File: config.mk
export PLATFORM = sky130hd
export DESIGN_NAME = sfs_status_regs
export DESIGN_NICKNAME = d
export VERILOG_FILES = /design/src/sfs_pkg.sv /design/src/sfs_status_regs.sv /design/src/sfs_nv_cell.sv /design/src/sfs_rd_port.sv
export SDC_FILE = /design/constraint.sdc
export NUM_CORES = 1
export LEC_CHECK = 0
export BUFFER_PORTS_ARGS = -buffer_cell sky130_fd_sc_hd__buf_4
export CAP_MARGIN = 0
export CORE_AREA = 2 2 61 77
export CTS_CLUSTER_SIZE = 14
export DETAILED_ROUTE_END_ITERATION = 8
export DIE_AREA = 0 0 63 79
export MAX_ROUTING_LAYER = met4
export PLACE_DENSITY = 0.76
export SLEW_MARGIN = 15
export SYNTH_ARGS = -nofsm -noshare
export SYNTH_HDL_FRONTEND = slang
export SYNTH_HIERARCHICAL = 1
export SYNTH_SLANG_ARGS = --single-unit
File: constraint.sdc
create_clock -name core_clk -period 2.7 [get_ports core_clk]
set_input_delay 0.135 -clock core_clk [delete_from_list [all_inputs] [get_ports core_clk]]
set_output_delay 0.135 -clock core_clk [all_outputs]
set_load 0.01 [all_outputs]
File: src/sfs_pkg.sv
// Purpose: shared constants and types of the flash status register bank
// Assumes: one 100 MHz core clock, synchronous active-high reset
// Notes: bit positions follow the status register layouts
package sfs_pkg;

	localparam int unsigned CLK_PERIOD_NS = 10;
	// time a non-volatile status byte takes to commit
	localparam int unsigned NV_WRITE_TIME_NS = 200;
	localparam int unsigned NV_WRITE_CYCLES = (NV_WRITE_TIME_NS + CLK_PERIOD_NS - 1) / CLK_PERIOD_NS;

	localparam int unsigned REG_W = 8;
	localparam int unsigned BP_W = 3;

	// first status register bit positions (both copies)
	localparam int unsigned SR1_LOCK_BIT = 7;
	localparam int unsigned SR1_PERR_BIT = 6;
	localparam int unsigned SR1_EERR_BIT = 5;
	localparam int unsigned SR1_BP_HI = 4;
	localparam int unsigned SR1_BP_LO = 2;
	localparam int unsigned SR1_WEL_BIT = 1;
	localparam int unsigned SR1_BUSY_BIT = 0;

	// second status register bit positions
	localparam int unsigned SR2_ERASE_EVAL_RESULT_BIT = 2;
	localparam int unsigned SR2_ES_BIT = 1;
	localparam int unsigned SR2_PS_BIT = 0;

	localparam logic [7:0] STATUS_ONE_NONVOLATILE_RESET = 8'h00;
	localparam logic [7:0] STATUS_TWO_VOLATILE_RESET = 8'h00;
	localparam logic [7:0] STATUS_ONE_NONVOLATILE_USER_MASK = 8'h9C;
	localparam logic [7:0] STATUS_ONE_NONVOLATILE_BP_MASK = 8'h1C;
	localparam logic [7:0] STATUS_ONE_VOLATILE_BP_MASK = 8'h1C;
	localparam logic [7:0] READ_NONE = 8'h00;
	localparam logic [2:0] BP_FORCED = 3'h7;
	localparam logic [2:0] BP_RESET = 3'h0;

	// register select codes for write target and read select
	localparam logic [1:0] SEL_STATUS_ONE_NONVOLATILE = 2'h0;
	localparam logic [1:0] SEL_STATUS_ONE_VOLATILE = 2'h1;
	localparam logic [1:0] SEL_STATUS_TWO_VOLATILE = 2'h2;
	localparam logic [1:0] SEL_CFG1 = 2'h3;

	typedef enum logic [2:0] {
		SFS_ST_LOAD = 3'h1,
		SFS_ST_IDLE = 3'h2,
		SFS_ST_NVWR = 3'h4
	} sfs_state_t;

	// register write command as delivered by the command decoder
	typedef struct packed {
		logic strobe;
		logic [1:0] target;
		logic [7:0] data;
	} sfs_wr_t;

	// status coming back from the embedded program/erase engine
	typedef struct packed {
		logic busy;
		logic program_fail;
		logic erase_fail;
		logic erase_suspended;
		logic program_suspended;
		logic eval_done;
		logic eval_completed;
	} sfs_engine_t;

endpackage

File: src/sfs_status_regs.sv
// Purpose: status register bank of a serial flash device
// Assumes: a command decoder delivers one-cycle command strobes
// Notes: reset is treated as power-up; the first status register's volatile bits load from the
// non-volatile byte in the first cycle after reset is released
`timescale 1ns/100ps
`default_nettype none

module sfs_status_regs #(
	parameter int unsigned NV_WRITE_CYCLES = sfs_pkg::NV_WRITE_CYCLES
) (
	input wire logic core_clk,
	input wire logic rst,
	input wire logic write_protect_n,
	input wire logic bp_volatile_mode,
	input wire logic write_latch_set_cmd,
	input wire logic write_latch_clear_cmd,
	input wire sfs_pkg::sfs_wr_t register_write_cmd,
	input wire logic program_cmd,
	input wire logic erase_cmd,
	input wire logic clear_error_cmd,
	input wire sfs_pkg::sfs_engine_t engine,
	input wire logic [1:0] rd_sel,
	output logic [7:0] rd_data_q,
	output logic [2:0] protect_bits_q,
	output logic write_enable_latch_q,
	output logic busy_flag_q,
	output logic program_go_q,
	output logic erase_go_q,
	output logic config_write_go_q,
	output logic write_refused_q,
	output logic config_write_locked_q
);

	localparam int unsigned TW = $clog2(NV_WRITE_CYCLES + 1);
	localparam logic [TW-1:0] T_LOAD = TW'(NV_WRITE_CYCLES - 1);
	localparam logic [TW-1:0] T_ZERO = '0;
	localparam logic [TW-1:0] T_ONE = TW'(1);

	sfs_pkg::sfs_state_t state_q;
	sfs_pkg::sfs_state_t state_d;
	logic [TW-1:0] timer_q;
	logic [7:0] pend_data_q;
	logic perr_q;
	logic eerr_q;
	logic [2:0] bp_q;
	logic erase_eval_result_q;
	logic es_q;
	logic ps_q;
	logic [7:0] nv_byte;
	logic [7:0] status_one_volatile;
	logic [7:0] status_two_volatile;
	logic nv_prog;
	logic [7:0] nv_prog_mask;
	logic [7:0] nv_force_mask;
	logic [7:0] nv_force_val;
	logic lock_active;
	logic idle;
	logic gate_open;
	logic wr_hits_locked;
	logic wr_accept;
	logic nv_write_start;

	// protection field of a status byte, shared by copy, write and guard paths
	function automatic logic [2:0] bp_field(input logic [7:0] b);
		return b[sfs_pkg::SR1_BP_HI:sfs_pkg::SR1_BP_LO];
	endfunction

	// does a write command aim at the given register select code
	function automatic logic targets(input sfs_pkg::sfs_wr_t w, input logic [1:0] sel);
		return w.target == sel;
	endfunction

	// stored lock bit only matters while the protect pin is held low
	assign lock_active = nv_byte[sfs_pkg::SR1_LOCK_BIT] & ~write_protect_n;
	assign idle = (state_q == sfs_pkg::SFS_ST_IDLE);
	// no write of any kind while busy or without the latch
	assign gate_open = write_enable_latch_q & ~busy_flag_q & idle;

	// every write target is a status or first config register
	assign wr_hits_locked = lock_active;
	assign wr_accept = register_write_cmd.strobe & gate_open & ~wr_hits_locked;
	assign nv_write_start = wr_accept & targets(register_write_cmd, sfs_pkg::SEL_STATUS_ONE_NONVOLATILE);

	// commit of the pending byte happens on the last cycle of the write time
	assign nv_prog = (state_q == sfs_pkg::SFS_ST_NVWR) & (timer_q == T_ZERO);

	// in volatile mode the stored protection bits are frozen at 111b
	always_comb begin
		nv_prog_mask = sfs_pkg::STATUS_ONE_NONVOLATILE_USER_MASK;
		nv_force_mask = 8'h00;
		nv_force_val = 8'h00;
		if (bp_volatile_mode) begin
			nv_prog_mask = sfs_pkg::STATUS_ONE_NONVOLATILE_USER_MASK & ~sfs_pkg::STATUS_ONE_NONVOLATILE_BP_MASK;
			nv_force_mask = sfs_pkg::STATUS_ONE_NONVOLATILE_BP_MASK;
			nv_force_val[sfs_pkg::SR1_BP_HI:sfs_pkg::SR1_BP_LO] = sfs_pkg::BP_FORCED;
		end
	end

	// read-only default bits sit outside the user mask of the cell
	sfs_nv_cell #(
		.WIDTH(sfs_pkg::REG_W),
		.RESET_VAL(sfs_pkg::STATUS_ONE_NONVOLATILE_RESET),
		.USER_MASK(sfs_pkg::STATUS_ONE_NONVOLATILE_USER_MASK)
	) u_nv (
		.core_clk(core_clk),
		.rst(rst),
		.prog_en(nv_prog),
		.prog_data(pend_data_q),
		.prog_mask(nv_prog_mask),
		.force_mask(nv_force_mask),
		.force_val(nv_force_val),
		.stored_q(nv_byte)
	);

	// first volatile register view; lock bit is a live mirror
	always_comb begin
		status_one_volatile = 8'h00;
		status_one_volatile[sfs_pkg::SR1_LOCK_BIT] = nv_byte[sfs_pkg::SR1_LOCK_BIT];
		status_one_volatile[sfs_pkg::SR1_PERR_BIT] = perr_q;
		status_one_volatile[sfs_pkg::SR1_EERR_BIT] = eerr_q;
		status_one_volatile[sfs_pkg::SR1_BP_HI:sfs_pkg::SR1_BP_LO] = bp_q;
		status_one_volatile[sfs_pkg::SR1_WEL_BIT] = write_enable_latch_q;
		status_one_volatile[sfs_pkg::SR1_BUSY_BIT] = busy_flag_q;
	end

	// second volatile register; reserved bits stay zero
	always_comb begin
		status_two_volatile = sfs_pkg::STATUS_TWO_VOLATILE_RESET;
		status_two_volatile[sfs_pkg::SR2_ERASE_EVAL_RESULT_BIT] = erase_eval_result_q;
		status_two_volatile[sfs_pkg::SR2_ES_BIT] = es_q;
		status_two_volatile[sfs_pkg::SR2_PS_BIT] = ps_q;
	end

	sfs_rd_port u_rd (
		.core_clk(core_clk),
		.rst(rst),
		.rd_sel(rd_sel),
		.status_one_nonvolatile(nv_byte),
		.status_one_volatile(status_one_volatile),
		.status_two_volatile(status_two_volatile),
		.rd_data_q(rd_data_q)
	);

	// sequencer: power-up load, idle, non-volatile commit
	always_comb begin
		state_d = state_q;
		unique case (state_q)
			sfs_pkg::SFS_ST_LOAD: begin
				state_d = sfs_pkg::SFS_ST_IDLE;
			end
			sfs_pkg::SFS_ST_IDLE: begin
				if (nv_write_start) begin
					state_d = sfs_pkg::SFS_ST_NVWR;
				end
			end
			sfs_pkg::SFS_ST_NVWR: begin
				if (timer_q == T_ZERO) begin
					state_d = sfs_pkg::SFS_ST_IDLE;
				end
			end
			default: begin
				state_d = sfs_pkg::SFS_ST_LOAD;
			end
		endcase
	end

	always_ff @(posedge core_clk) begin
		if (rst) begin
			state_q <= sfs_pkg::SFS_ST_LOAD;
		end else begin
			state_q <= state_d;
		end
	end

	// commit timer and the byte waiting to be stored
	always_ff @(posedge core_clk) begin
		if (rst) begin
			timer_q <= T_ZERO;
			pend_data_q <= sfs_pkg::STATUS_ONE_NONVOLATILE_RESET;
		end else if (nv_write_start) begin
			timer_q <= T_LOAD;
			pend_data_q <= register_write_cmd.data;
		end else if (timer_q != T_ZERO) begin
			timer_q <= timer_q - T_ONE;
		end
	end

	// busy while committing or while the engine runs an operation
	always_ff @(posedge core_clk) begin
		if (rst) begin
			busy_flag_q <= sfs_pkg::STATUS_ONE_NONVOLATILE_RESET[sfs_pkg::SR1_BUSY_BIT];
		end else if (state_q == sfs_pkg::SFS_ST_LOAD) begin
			busy_flag_q <= nv_byte[sfs_pkg::SR1_BUSY_BIT];
		end else begin
			busy_flag_q <= engine.busy | nv_write_start | (state_d == sfs_pkg::SFS_ST_NVWR);
		end
	end

	// latch moves only on its own two commands; set wins a tie
	always_ff @(posedge core_clk) begin
		if (rst) begin
			write_enable_latch_q <= sfs_pkg::STATUS_ONE_NONVOLATILE_RESET[sfs_pkg::SR1_WEL_BIT];
		end else if (state_q == sfs_pkg::SFS_ST_LOAD) begin
			write_enable_latch_q <= nv_byte[sfs_pkg::SR1_WEL_BIT];
		end else if (write_latch_set_cmd) begin
			write_enable_latch_q <= 1'b1;
		end else if (write_latch_clear_cmd) begin
			write_enable_latch_q <= 1'b0;
		end
	end

	// program error flag: seeded from its default, engine set beats a clear
	always_ff @(posedge core_clk) begin
		if (rst) begin
			perr_q <= sfs_pkg::STATUS_ONE_NONVOLATILE_RESET[sfs_pkg::SR1_PERR_BIT];
		end else if (state_q == sfs_pkg::SFS_ST_LOAD) begin
			perr_q <= nv_byte[sfs_pkg::SR1_PERR_BIT];
		end else begin
			perr_q <= engine.program_fail | (perr_q & ~clear_error_cmd);
		end
	end

	// erase error flag: same policy, so a failure is never lost to a clear
	always_ff @(posedge core_clk) begin
		if (rst) begin
			eerr_q <= sfs_pkg::STATUS_ONE_NONVOLATILE_RESET[sfs_pkg::SR1_EERR_BIT];
		end else if (state_q == sfs_pkg::SFS_ST_LOAD) begin
			eerr_q <= nv_byte[sfs_pkg::SR1_EERR_BIT];
		end else begin
			eerr_q <= engine.erase_fail | (eerr_q & ~clear_error_cmd);
		end
	end

	// volatile protection bits: copy in stored mode, host-written otherwise
	always_ff @(posedge core_clk) begin
		if (rst) begin
			bp_q <= sfs_pkg::BP_RESET;
		end else if (state_q == sfs_pkg::SFS_ST_LOAD) begin
			bp_q <= bp_field(nv_byte);
		end else if (!bp_volatile_mode) begin
			bp_q <= bp_field(nv_byte);
		end else if (wr_accept && targets(register_write_cmd, sfs_pkg::SEL_STATUS_ONE_VOLATILE)) begin
			bp_q <= bp_field(register_write_cmd.data);
		end
	end

	// protection range handed to the array guard
	always_ff @(posedge core_clk) begin
		if (rst) begin
			protect_bits_q <= sfs_pkg::BP_RESET;
		end else if (bp_volatile_mode) begin
			protect_bits_q <= bp_q;
		end else begin
			protect_bits_q <= bp_field(nv_byte);
		end
	end

	// evaluation result holds until the next evaluation reports
	always_ff @(posedge core_clk) begin
		if (rst) begin
			erase_eval_result_q <= sfs_pkg::STATUS_TWO_VOLATILE_RESET[sfs_pkg::SR2_ERASE_EVAL_RESULT_BIT];
		end else if (engine.eval_done) begin
			erase_eval_result_q <= engine.eval_completed;
		end
	end

	// suspend flags follow the engine levels, one cycle late
	always_ff @(posedge core_clk) begin
		if (rst) begin
			es_q <= sfs_pkg::STATUS_TWO_VOLATILE_RESET[sfs_pkg::SR2_ES_BIT];
			ps_q <= sfs_pkg::STATUS_TWO_VOLATILE_RESET[sfs_pkg::SR2_PS_BIT];
		end else begin
			es_q <= engine.erase_suspended;
			ps_q <= engine.program_suspended;
		end
	end

	// program launch pulse toward the engine, gated by the latch
	always_ff @(posedge core_clk) begin
		if (rst) begin
			program_go_q <= 1'b0;
		end else begin
			program_go_q <= program_cmd & gate_open;
		end
	end

	// erase launch pulse; a program in the same cycle takes precedence
	always_ff @(posedge core_clk) begin
		if (rst) begin
			erase_go_q <= 1'b0;
		end else begin
			erase_go_q <= erase_cmd & gate_open & ~program_cmd;
		end
	end

	// config writes are only passed on, the config bank lives elsewhere
	always_ff @(posedge core_clk) begin
		if (rst) begin
			config_write_go_q <= 1'b0;
		end else begin
			config_write_go_q <= wr_accept & targets(register_write_cmd, sfs_pkg::SEL_CFG1);
		end
	end

	// one refusal pulse covers both the lock and the latch gate
	always_ff @(posedge core_clk) begin
		if (rst) begin
			write_refused_q <= 1'b0;
		end else begin
			write_refused_q <= register_write_cmd.strobe & ~wr_accept;
		end
	end

	// lock level for the config bank, which has no view of the pin
	always_ff @(posedge core_clk) begin
		if (rst) begin
			config_write_locked_q <= 1'b0;
		end else begin
			config_write_locked_q <= lock_active;
		end
	end

endmodule
`default_nettype wire

File: src/sfs_nv_cell.sv
// Purpose: one non-volatile status byte with user and forced bits
// Assumes: reset stands for a power cycle, restoring the stored default
// Notes: forced bits override any user program in the same cycle
`timescale 1ns/100ps
`default_nettype none
module sfs_nv_cell #(
	parameter int unsigned WIDTH = 8,
	parameter logic [WIDTH-1:0] RESET_VAL = '0,
	parameter logic [WIDTH-1:0] USER_MASK = '1
) (
	input wire logic core_clk,
	input wire logic rst,
	input wire logic prog_en,
	input wire logic [WIDTH-1:0] prog_data,
	input wire logic [WIDTH-1:0] prog_mask,
	input wire logic [WIDTH-1:0] force_mask,
	input wire logic [WIDTH-1:0] force_val,
	output logic [WIDTH-1:0] stored_q
);

	logic [WIDTH-1:0] stored_d;
	logic [WIDTH-1:0] write_mask;

	// read-only default bits never take user data
	always_comb begin
		write_mask = prog_mask & USER_MASK;
		stored_d = stored_q;
		if (prog_en) begin
			stored_d = (stored_q & ~write_mask) | (prog_data & write_mask);
		end
		stored_d = (stored_d & ~force_mask) | (force_val & force_mask);
	end

	always_ff @(posedge core_clk) begin
		if (rst) begin
			stored_q <= RESET_VAL;
		end else begin
			stored_q <= stored_d;
		end
	end

endmodule
`default_nettype wire

File: src/sfs_rd_port.sv
// Purpose: registered read-out of the selected status register
// Assumes: select is steady for the cycle it is sampled
// Notes: the unused select code reads as zero
`timescale 1ns/100ps
`default_nettype none
module sfs_rd_port (
	input wire logic core_clk,
	input wire logic rst,
	input wire logic [1:0] rd_sel,
	input wire logic [7:0] status_one_nonvolatile,
	input wire logic [7:0] status_one_volatile,
	input wire logic [7:0] status_two_volatile,
	output logic [7:0] rd_data_q
);

	// one cycle of latency buys a flop-driven output
	always_ff @(posedge core_clk) begin
		if (rst) begin
			rd_data_q <= sfs_pkg::READ_NONE;
		end else begin
			unique case (rd_sel)
				sfs_pkg::SEL_STATUS_ONE_NONVOLATILE: rd_data_q <= status_one_nonvolatile;
				sfs_pkg::SEL_STATUS_ONE_VOLATILE: rd_data_q <= status_one_volatile;
				sfs_pkg::SEL_STATUS_TWO_VOLATILE: rd_data_q <= status_two_volatile;
				default: rd_data_q <= sfs_pkg::READ_NONE;
			endcase
		end
	end

endmodule
`default_nettype wire

==> results of run 1 <==
==> layout make-up <==
class / instances / area [sq um]
timing repair buffer: 43 / 322.8
inverter: 11 / 41.29
fill: 403 / 1753
multi-input combinational: 163 / 1089
clock inverter: 1 / 5.005
sequential: 46 / 920.9
clock buffer: 7 / 86.33
tap: 58 / 72.57
==> critical path: cells and delay by family, from the launching register on <==
| kind | cells | cell delay [ns] |
|---|---|---|
| AO/OA/AOI/OAI | 2 | 0.37 |
| buffers and inverters | 2 | 0.25 |
| flip-flops | 1 | 0.34 |
| adder cells (fa/ha/maj) | 1 | 0.18 |
| AND/OR/NAND/NOR | 2 | 0.85 |
==> where the power goes <==
part	leakage (nW)	internal [W]	switching, W
sequential	0.379	0.000766	0.0000729
combinational	0.678	0.000224	0.000248
clock	0.0482	0.000207	0.000217
total	1.11	0.00120	0.000538
==> metal layers <==
metal | part of all wire [%] | track usage [%] | up-vias
met2 | 50 | 30.11 | 40
met5 | 0 | - | -
met3 | 5.2 | 4.674 | 8
met1 | 42 | 17.68 | 714
met4 | 2.9 | 9.111 | 0
li1 | - | - | 851
==> how the worst max path moves through the flow <==
stage	startpoint	to	slack (ns)	cells past startpoint
after CTS	timer_q[0]$_SDFFE_PP0P_	flip-flop	0.60	7
after detailed placement	timer_q[0]$_SDFFE_PP0P_	flip-flop	0.63	7
after global placement	timer_q[0]$_SDFFE_PP0P_	flip-flop	0.67	7
after floorplan	timer_q[0]$_SDFFE_PP0P_	flip-flop	0.63	7
final	timer_q[0]$_SDFFE_PP0P_	flip-flop	0.61	7
after global routing	timer_q[0]$_SDFFE_PP0P_	flip-flop	0.47	7
==> through the flow <==
stage / hold slack [ns] / instances
5_1_grt: 0.04495 / 329
3_3_place_gp: 0.3557 / 321
6_report: 0.04658 / 329
3_5_place_dp: 0.3549 / 321
2_1_floorplan: 0.2074 / 233
4_1_cts: 0.04243 / 329
==> impl_metrics.tcl, run 1 <==
set metrics [dict create \
    worst_path_largest_cell_delay_ns 0.62 \
    finalSetupViolCount 0 \
    antenna_found_initial 0 \
    fin_setup_tns_ns 0 \
    synth.avg_cell_area_sq_um 9.575 \
    grt_util_all_layers_pct 17.26 \
    post_cts_buffers 0 \
    clock-root-buffer "clkbuf_8" \
    drive_above_1_share_pct 21.77 \
    holdPathStages 2 \
    hpwl_mm 2.611 \
    yosys_warnings 6 \
    finalCriticalPeriod_ns 2.089 \
    postPlaceCellArea_sq_um 2446 \
    ios 47 \
    grt_pass1_wl_mm 6.575 \
    ff2ff_path_depth 7 \
    crit_path_start_kind "flip-flop" \
    gp_congestion 0.7690 \
    p_leak_nw 1.105 \
    area_growth_pct 22.69 \
    core_sq_um 4290 \
    hp-start "engine[3]" \
    start_util_pct 48.21 \
    drt_iter0_markers 92 \
    via_per_inst 4.903 \
    cts-resized-gates 0 \
    final_nets 301 \
    diodes 0 \
    critical_path_class "reg -> reg" \
    final_area_sq_um 2537 \
    vias 1613 \
    die_w_microns 63 \
    dp_slack_ns 0.6316 \
    power_w 0.001735 \
    rsz0062_at_grt "false" \
    power_density_nw_per_um2 683.9 \
    min_to "es_q$_SDFF_PP0_" \
    ant_nets 0 \
    wirelength_mm 3.731 \
    crit_chain "inv_1 > ha_1 > or4b_1 > nor3_1 > buf_4 > a211oi_1 > a2111oi_2" \
    fmax_mhz 478.6 \
    clkSlewWorstSetupHoldPaths_ns 0.08 \
    grt_overflow 0 \
    skew_ns 0.004496 \
    die_h_microns 79 \
    htreeDepth 2 \
    portBuffers 42 \
    ir_worst_vdd_mv 0.5393 \
    cts_sinks 46 \
    slew_violations 0 \
    numCtsBuffers 5 \
    critPathSlowestCell "or4b_1" \
    final_common_cell "dfxtp_1" \
    cts_tree "built" \
    reg2reg_slack_ns 0.61 \
    timing.final.ws_setup_ns 0.6106 \
    cp.required_ns 2.89 \
    period_share_pct 77.39 \
    grt_max_degree 44 \
    hold_viol_final 0 \
    post-route-util_pct 59.14 \
    r2r-start "timer_q[0]$_SDFFE_PP0P_" \
    clockBufferDepth 2 \
    drcViolationCount 0 \
    maxCapViolations 0 \
    netlist_area_sq_um 2068 \
    die_area_sq_um 4977 \
    cp.arrival_ns 2.28 \
    detail_route.wl_per_cell_microns 11.34 \
    clock_latency_ns 0.29 \
    layout_common_cells "dfxtp_1, buf_4, nor2_1, a211oi_1, conb_1" \
    worst-path-max-fanout 8 \
    endpoint_kind "flip-flop" \
    dr.pass1.iters 4 \
    cts_hold_buf 0 \
    syn_inst 216 \
    row_count 27 \
    grt_pass1_vias 1528 \
    status "finished, final reports clean" \
    hp-class "in -> reg" \
]
(Power assumes the default switching activity.)
==> inputs of run 2 (changes only) <==
==> constraint.sdc (replaced) <==
create_clock -name core_clk -period 2 [get_ports core_clk]
set_input_delay 0.1 -clock core_clk [delete_from_list [all_inputs] [get_ports core_clk]]
set_output_delay 0.1 -clock core_clk [all_outputs]
set_load 0.01 [all_outputs]
==> run 2 against run 1 <==
First-iteration DRC count fell by 18%. Largest cell class unchanged. Via count fell by 0.87%. Final cell count rose by 0.30%.
==> impl_metrics.tcl, run 2 (synthesized netlist as in run 1, its figures left out) <==
set metrics [dict create \
    status "finished, final reports clean" \
    cts_tree "built" \
    detail_route.wl_per_cell_microns 11.26 \
    swShare_pct 30.93 \
    core_sq_um 4290 \
    start_util_pct 48.21 \
    fillers 395 \
    critical_path_class "reg -> reg" \
    clock_latency_ns 0.29 \
    ant_nets 0 \
    finalCriticalPeriod_ns 1.862 \
    power_density_nw_per_um2 958.7 \
    portBuffers 42 \
    maxCapViolations 0 \
    ios 47 \
    die_area_sq_um 4977 \
    numCtsBuffers 5 \
    seq_power_share_pct 46.3 \
    p_leak_nw 1.126 \
    post_cts_buffers 0 \
    clockPowerShare_pct 25.2 \
    grt_pass1_wl_mm 6.216 \
    ff2ff_path_depth 6 \
    crit_path_start_kind "flip-flop" \
    diodes 0 \
    die_w_microns 63 \
    period_share_pct 93.09 \
    r2r-start "timer_q[0]$_SDFFE_PP0P_" \
    instances_no_fill 330 \
    switching_power_w 0.0007632 \
    dr_wl_met3_microns 160 \
    crit_start "timer_q[0]$_SDFFE_PP0P_" \
    intPower_w 0.001704 \
    grt_overflow 0 \
    cts_sinks 46 \
    critical_path.top_delay_family "simple AND/OR/NAND/NOR gates" \
    post-route-util_pct 59.99 \
    ir_worst_vdd_mv 0.8513 \
    drt-met1-wl_mm 1.681 \
    dp_slack_ns 0.02962 \
    cp.required_ns 2.19 \
    area_growth_pct 24.44 \
    skew_ns 0.007160 \
    antenna_found_initial 0 \
    dp_cells 322 \
    layout_common_cells "dfxtp_1, buf_4, nor2_1, a211oi_1, conb_1" \
    finalSetupViolCount 0 \
    timing.final.ws_setup_ns 0.1382 \
    drcViolationCount 0 \
    row_count 27 \
    endpoint_kind "flip-flop" \
    slew_violations 0 \
    grt_max_degree 44 \
    die_h_microns 79 \
    route.met2.wl_mm 1.838 \
    hp-class "in -> reg" \
    cp.arrival_ns 2.05 \
    wirelength_mm 3.717 \
    final_common_cell "dfxtp_1" \
    hp-start "engine[2]" \
    min_to "ps_q$_SDFF_PP0_" \
    gp_congestion 0.7841 \
    final_area_sq_um 2574 \
    critPathSlowestCell "or4b_4" \
    grt_pass1_vias 1378 \
    power_w 0.002468 \
    dr.pass1.iters 4 \
    clock-root-buffer "clkbuf_8" \
    drt_iter0_markers 75 \
    via_per_inst 4.845 \
    reg2reg_slack_ns 0.14 \
    postPlaceCellArea_sq_um 2459 \
    worst-path-max-fanout 8 \
    drive_above_1_share_pct 23.16 \
    crit_chain "inv_1 > ha_1 > or4b_4 > nor3_4 > a211oi_1 > a2111oi_2" \
    holdPathStages 2 \
    clockBufferDepth 2 \
    fmax_mhz 537.1 \
    hold_viol_final 0 \
    crit_buf_inv 1 \
    htreeDepth 2 \
    clkSlewWorstSetupHoldPaths_ns 0.08 \
    hpwl_mm 2.550 \
    final_nets 302 \
    grt_util_all_layers_pct 16.33 \
    highest_layer "met4" \
    worst_path_largest_cell_delay_ns 0.49 \
    vias 1599 \
    p_comb_share_pct 28.6 \
]
run 2: cell types whose count changed in the layout (fill, tap and decap cells not counted):
cell,before,now
nor3_4,0,1
or4b_1,1,0
clkinv_4,0,1
clkbuf_8,6,7
buf_4,43,44
clkbuf_1,1,0
clkinv_2,1,0
nor3_1,3,2
or4b_4,0,1
run 2: worst max path at each step:
stage	end	slack (ns)	depth (start not counted)
after detailed placement	flip-flop	0.03	6
final	flip-flop	0.14	6
after floorplan	flip-flop	0.09	7
after global placement	flip-flop	0.09	6
after CTS	flip-flop	0.0008	6
after global routing	flip-flop	-0.004	6
run 2: power by group through the flow:
| stage | clock network [W] | registers (W) | logic, W |
|---|---|---|---|
| 2_1_floorplan | 0 | 0.00114 | 0.000538 |
| 3_3_place_gp | 0 | 0.00115 | 0.000665 |
| 3_5_place_dp | 0 | 0.00116 | 0.000675 |
| 4_1_cts | 0.000644 | 0.00113 | 0.000682 |
| 5_1_grt | 0.000677 | 0.00116 | 0.000778 |
| 6_report | 0.000621 | 0.00114 | 0.000705 |
run 2: final cells by class:
type                    count  area, sq um  share of cell area [%]
clock buffers               7        96.34                   3.743
clock inverters             1        8.758                  0.3403
inverters                  11        41.29                   1.604
multi-input cells         163         1104                   42.88
flip-flops and latches     46        920.9                   35.78
well taps                  58        72.57                   2.820
repair buffers             44        330.3                   12.83
run 2: routing by layer:
layer,global-route usage [%],up-vias
li1,-,853
met1,18.35,714
met2,27.02,28
met3,5.099,4
met4,6.667,0
met5,-,-
run 2: metrics by stage:
stage                     hold WS [ns]  setup TNS (ns)
after global routing           0.02740       -0.006707
after detailed placement        0.3189               0
final                          0.01083               0
after global placement          0.3143               0
after floorplan                 0.1724               0
after CTS                    0.0009795               0
run 2: worst reg2reg max path, delay by kind of cell (launching register included):
kind                       cells  cell delay (ns)
AOI/OAI and AO/OA              2             0.42
adders and majority gates      1             0.17
buffers and inverters          1             0.08
DFF                            1             0.34
and+or+nand+nor                2             0.73
run 2: what timing repair did:
| item | in CTS | in global routing |
|---|---|---|
| resized for setup | 0 | 2 |
| hold buffers | 0 | 0 |
| setup endpoints to repair | 0 | 4 |
==> inputs of run 3 (changes only) <==
--- a/config.mk
+++ b/config.mk
@@ -7,14 +7,13 @@
 export LEC_CHECK = 0
 export BUFFER_PORTS_ARGS = -buffer_cell sky130_fd_sc_hd__buf_4
 export CAP_MARGIN = 0
-export CORE_AREA = 2 2 61 77
+export CORE_AREA = 2 2 54 69
 export CTS_CLUSTER_SIZE = 14
 export DETAILED_ROUTE_END_ITERATION = 8
-export DIE_AREA = 0 0 63 79
+export DIE_AREA = 0 0 56 71
 export MAX_ROUTING_LAYER = met4
 export PLACE_DENSITY = 0.76
 export SLEW_MARGIN = 15
 export SYNTH_ARGS = -nofsm -noshare
 export SYNTH_HDL_FRONTEND = slang
-export SYNTH_HIERARCHICAL = 1
 export SYNTH_SLANG_ARGS = --single-unit
==> run 3 against run 2 <==
Worst setup slack improved by 0.33 ns. Sequential cell count shrank 4. Combinational power fell by 25%. Total power is 12% lower. Design area is 18% lower. Maximum frequency rose by 21%. Highest routed layer unchanged. Sequential share of layout area grew 4.3 points. Synthesized area decreased by 22%. Synthesized cell count fell by 24%. Wire length fell by 11%. Clock skew about the same.
==> impl_metrics.tcl, run 3 <==
set metrics [dict create \
    p_leak_nw 0.9635 \
    drcViolationCount 0 \
    slew_violations 0 \
    die_area_sq_um 3976 \
    synth_enable_flop_cells 0 \
    diodes 0 \
    syn_inst 165 \
    grt_use_met1_pct 16.94 \
    gp_congestion 0.7923 \
    start_util_pct 48.18 \
    layout_common_cells "buf_4, dfxtp_1, nor2_1, mux2i_1, a21oi_1" \
    worst-path-max-fanout 3 \
    wirelength_mm 3.291 \
    swShare_pct 27.49 \
    critPathSlowestCell "or4b_1" \
    antenna_found_initial 0 \
    power_density_nw_per_um2 1039 \
    largest_register_ffs 8 \
    period_share_pct 76.68 \
    core_sq_um 3363 \
    cp.arrival_ns 1.70 \
    synth_top_area_share_pct 51.89 \
    ir_worst_vdd_mv 0.8376 \
    post_cts_buffers 0 \
    hp-class "in -> reg" \
    fmax_mhz 652.0 \
    critical_path_class "reg -> reg" \
    switching_power_w 0.0005993 \
    crit_chain "inv_1 > ha_1 > or4b_1 > o21ai_0 > a21oi_1" \
    hpwl_mm 2.476 \
    worst_pin_slew_ns 0.4484 \
    fin_setup_tns_ns 0 \
    grt_pass1_vias 1302 \
    synth.avg_cell_area_sq_um 9.820 \
    hp-start "write_latch_set_cmd" \
    clock-root-buffer "clkbuf_8" \
    grt_overflow 0 \
    ys_seq_area_share_pct 51.89 \
    area_growth_pct 29.50 \
    grt_util_all_layers_pct 18.10 \
    vias 1306 \
    synthMostInstantiatedCell "dfxtp_1" \
    syn_nets 196 \
    clockPowerShare_pct 29.2 \
    maxCapViolations 0 \
    clock_latency_ns 0.29 \
    intPower_w 0.001581 \
    grt_max_degree 39 \
    top_regs "u_rd.rd_data_q (8), timer_q (5)" \
    ios 47 \
    die_w_microns 56 \
    crit_path_start_kind "flip-flop" \
    seq_power_share_pct 46.4 \
    yosys_warnings 0 \
    grt_use_met3_pct 5.667 \
    portBuffers 42 \
    status "finished, final reports clean" \
    finalSetupViolCount 0 \
    dr.pass1.iters 4 \
    final_common_cell "buf_4" \
    netlist_area_sq_um 1620 \
    detail_route.wl_per_cell_microns 13.06 \
    numCtsBuffers 5 \
    ff2ff_path_depth 5 \
    final_nets 243 \
    p_comb_share_pct 24.4 \
    drive_above_1_share_pct 24.88 \
    max_flop_register "u_rd.rd_data_q" \
    min_to "write_enable_latch_q$_SDFFE_PP0P_" \
    skew_ns 0.006690 \
    die_h_microns 71 \
    htreeDepth 2 \
    cts_tree "built" \
    yosysTopAreaCell "dfxtp_1" \
    cts_sinks 42 \
    rsz0062_at_grt "false" \
    relSlewSlack_pct 70.04 \
    grt_util_met2_pct 33.07 \
    whs_ns 0.01332 \
    finalCriticalPeriod_ns 1.534 \
    hold_viol_final 0 \
    crit_buf_inv 1 \
    r2r-start "timer_q[0]$_SDFFE_PP0P_" \
    clockBufferDepth 2 \
    r2r-end "timer_q[1]$_SDFFE_PP0P_" \
    cp.required_ns 2.16 \
    drt_iter0_markers 38 \
    fillers 309 \
    reg2reg_slack_ns 0.47 \
    endpoint_kind "flip-flop" \
    via_per_inst 5.183 \
    synth_seq_cells 42 \
    row_count 24 \
    dp_cells 242 \
    ys_top_cells_by_area "dfxtp_1, mux2i_1, nor2_1" \
    grt-busiest-layer "met2" \
    instances_no_fill 252 \
    ys_top_cells_by_count "dfxtp_1, nor2_1, mux2i_1" \
    clkSlewWorstSetupHoldPaths_ns 0.07 \
    worst_path_largest_cell_delay_ns 0.48 \
    holdPathStages 3 \
    crit_start "timer_q[0]$_SDFFE_PP0P_" \
    grt_pass1_wl_mm 5.416 \
    async_reset_ff_share_pct 0 \
    synth_flop_cell "dfxtp_1" \
    ant_nets 0 \
    critical_path.top_delay_family "simple AND/OR/NAND/NOR gates" \
    synth_cell_types 33 \
]
-- run 3: changes by cell type in the layout (fill, tap and decap cells not counted), moves of 5 or more --
| cell | change |
|---|---|
| nand2b_1 | -10 |
| a21oi_1 | +8 |
| inv_1 | -5 |
| conb_1 | -19 |
| mux2i_1 | +5 |
| nor2b_1 | -7 |
| a211oi_1 | -20 |
| nor2_1 | +5 |
-- run 3: cells by family (layout without fill, tap and decap cells) --
family	Yosys count	after routing	synth area share [%]
compound gates	23	23	8.340
xor+xnor	4	4	2.162
fa+ha+maj	2	2	1.544
buf+inv	12	60	3.088
flops	42	42	51.89
mux	18	18	11.12
simple gates	64	64	21.85
-- run 3: timing repair --
action	CTS	global route
resized for setup	0	0
setup endpoints to repair	0	0
hold buffers	1	1
endpoints found under the hold margin	1	1
-- run 3: final cells by class --
type | count | area [sq um] | share of cell area [%]
Inverter | 6 | 22.52 | 1.073
Timing Repair Buffer | 46 | 350.3 | 16.70
Clock inverter | 1 | 30.03 | 1.431
Clock buffer | 7 | 76.32 | 3.637
Sequential cell | 42 | 840.8 | 40.07
Multi-Input combinational cell | 111 | 729.5 | 34.76
Tap cell | 39 | 48.80 | 2.326
-- run 3: per-stage QoR --
| stage | utilization (%) | cell area, sq um | worst slack [ns] | power (W) |
|---|---|---|---|---|
| floorplan | - | 1620 | 0.5988 | 0.001381 |
| global placement | 58.63 | 1972 | 0.5469 | 0.001523 |
| detailed placement | 58.63 | 1972 | 0.4697 | 0.001559 |
| CTS | 62.09 | 2088 | 0.4490 | 0.002201 |
| global route | 62.39 | 2098 | 0.3543 | 0.002308 |
| finish | 62.39 | 2098 | 0.4663 | 0.002180 |
-- run 3: power groups by stage --
stage / Sequential (W) / Combinational, W / Clock [W]
detailed placement: 0.00103 / 0.000529 / 0
finish: 0.00101 / 0.000531 / 0.000637
CTS: 0.00101 / 0.000538 / 0.000652
global route: 0.00102 / 0.000598 / 0.000689
global placement: 0.00102 / 0.000503 / 0
floorplan: 0.00102 / 0.000363 / 0
-- run 3: per-layer routing --
metal / vias up / part of all wire, %
met4: 0 / 2.1
met1: 603 / 39
li1: 662 / -
met5: - / 0
met3: 10 / 4.9
met2: 31 / 54
-- run 3: how the worst max path moves through the flow --
stage | end | depth (start not counted) | slack, ns
after global routing | timer_q[1]$_SDFFE_PP0P_ | 6 | 0.35
after global placement | timer_q[1]$_SDFFE_PP0P_ | 5 | 0.55
final | timer_q[1]$_SDFFE_PP0P_ | 5 | 0.47
after CTS | u_nv.stored_q[3]$_SDFF_PP0_ | 6 | 0.45
after floorplan | u_nv.stored_q[2]$_SDFF_PP0_ | 6 | 0.60
after detailed placement | u_nv.stored_q[3]$_SDFF_PP0_ | 6 | 0.47
-- run 3: worst register-to-register path: stages (launching register included) --
cell and delay (ns):
dfxtp_1 0.32, inv_1 0.12, ha_1 0.22, or4b_1 0.48, o21ai_0 0.19, a21oi_1 0.08
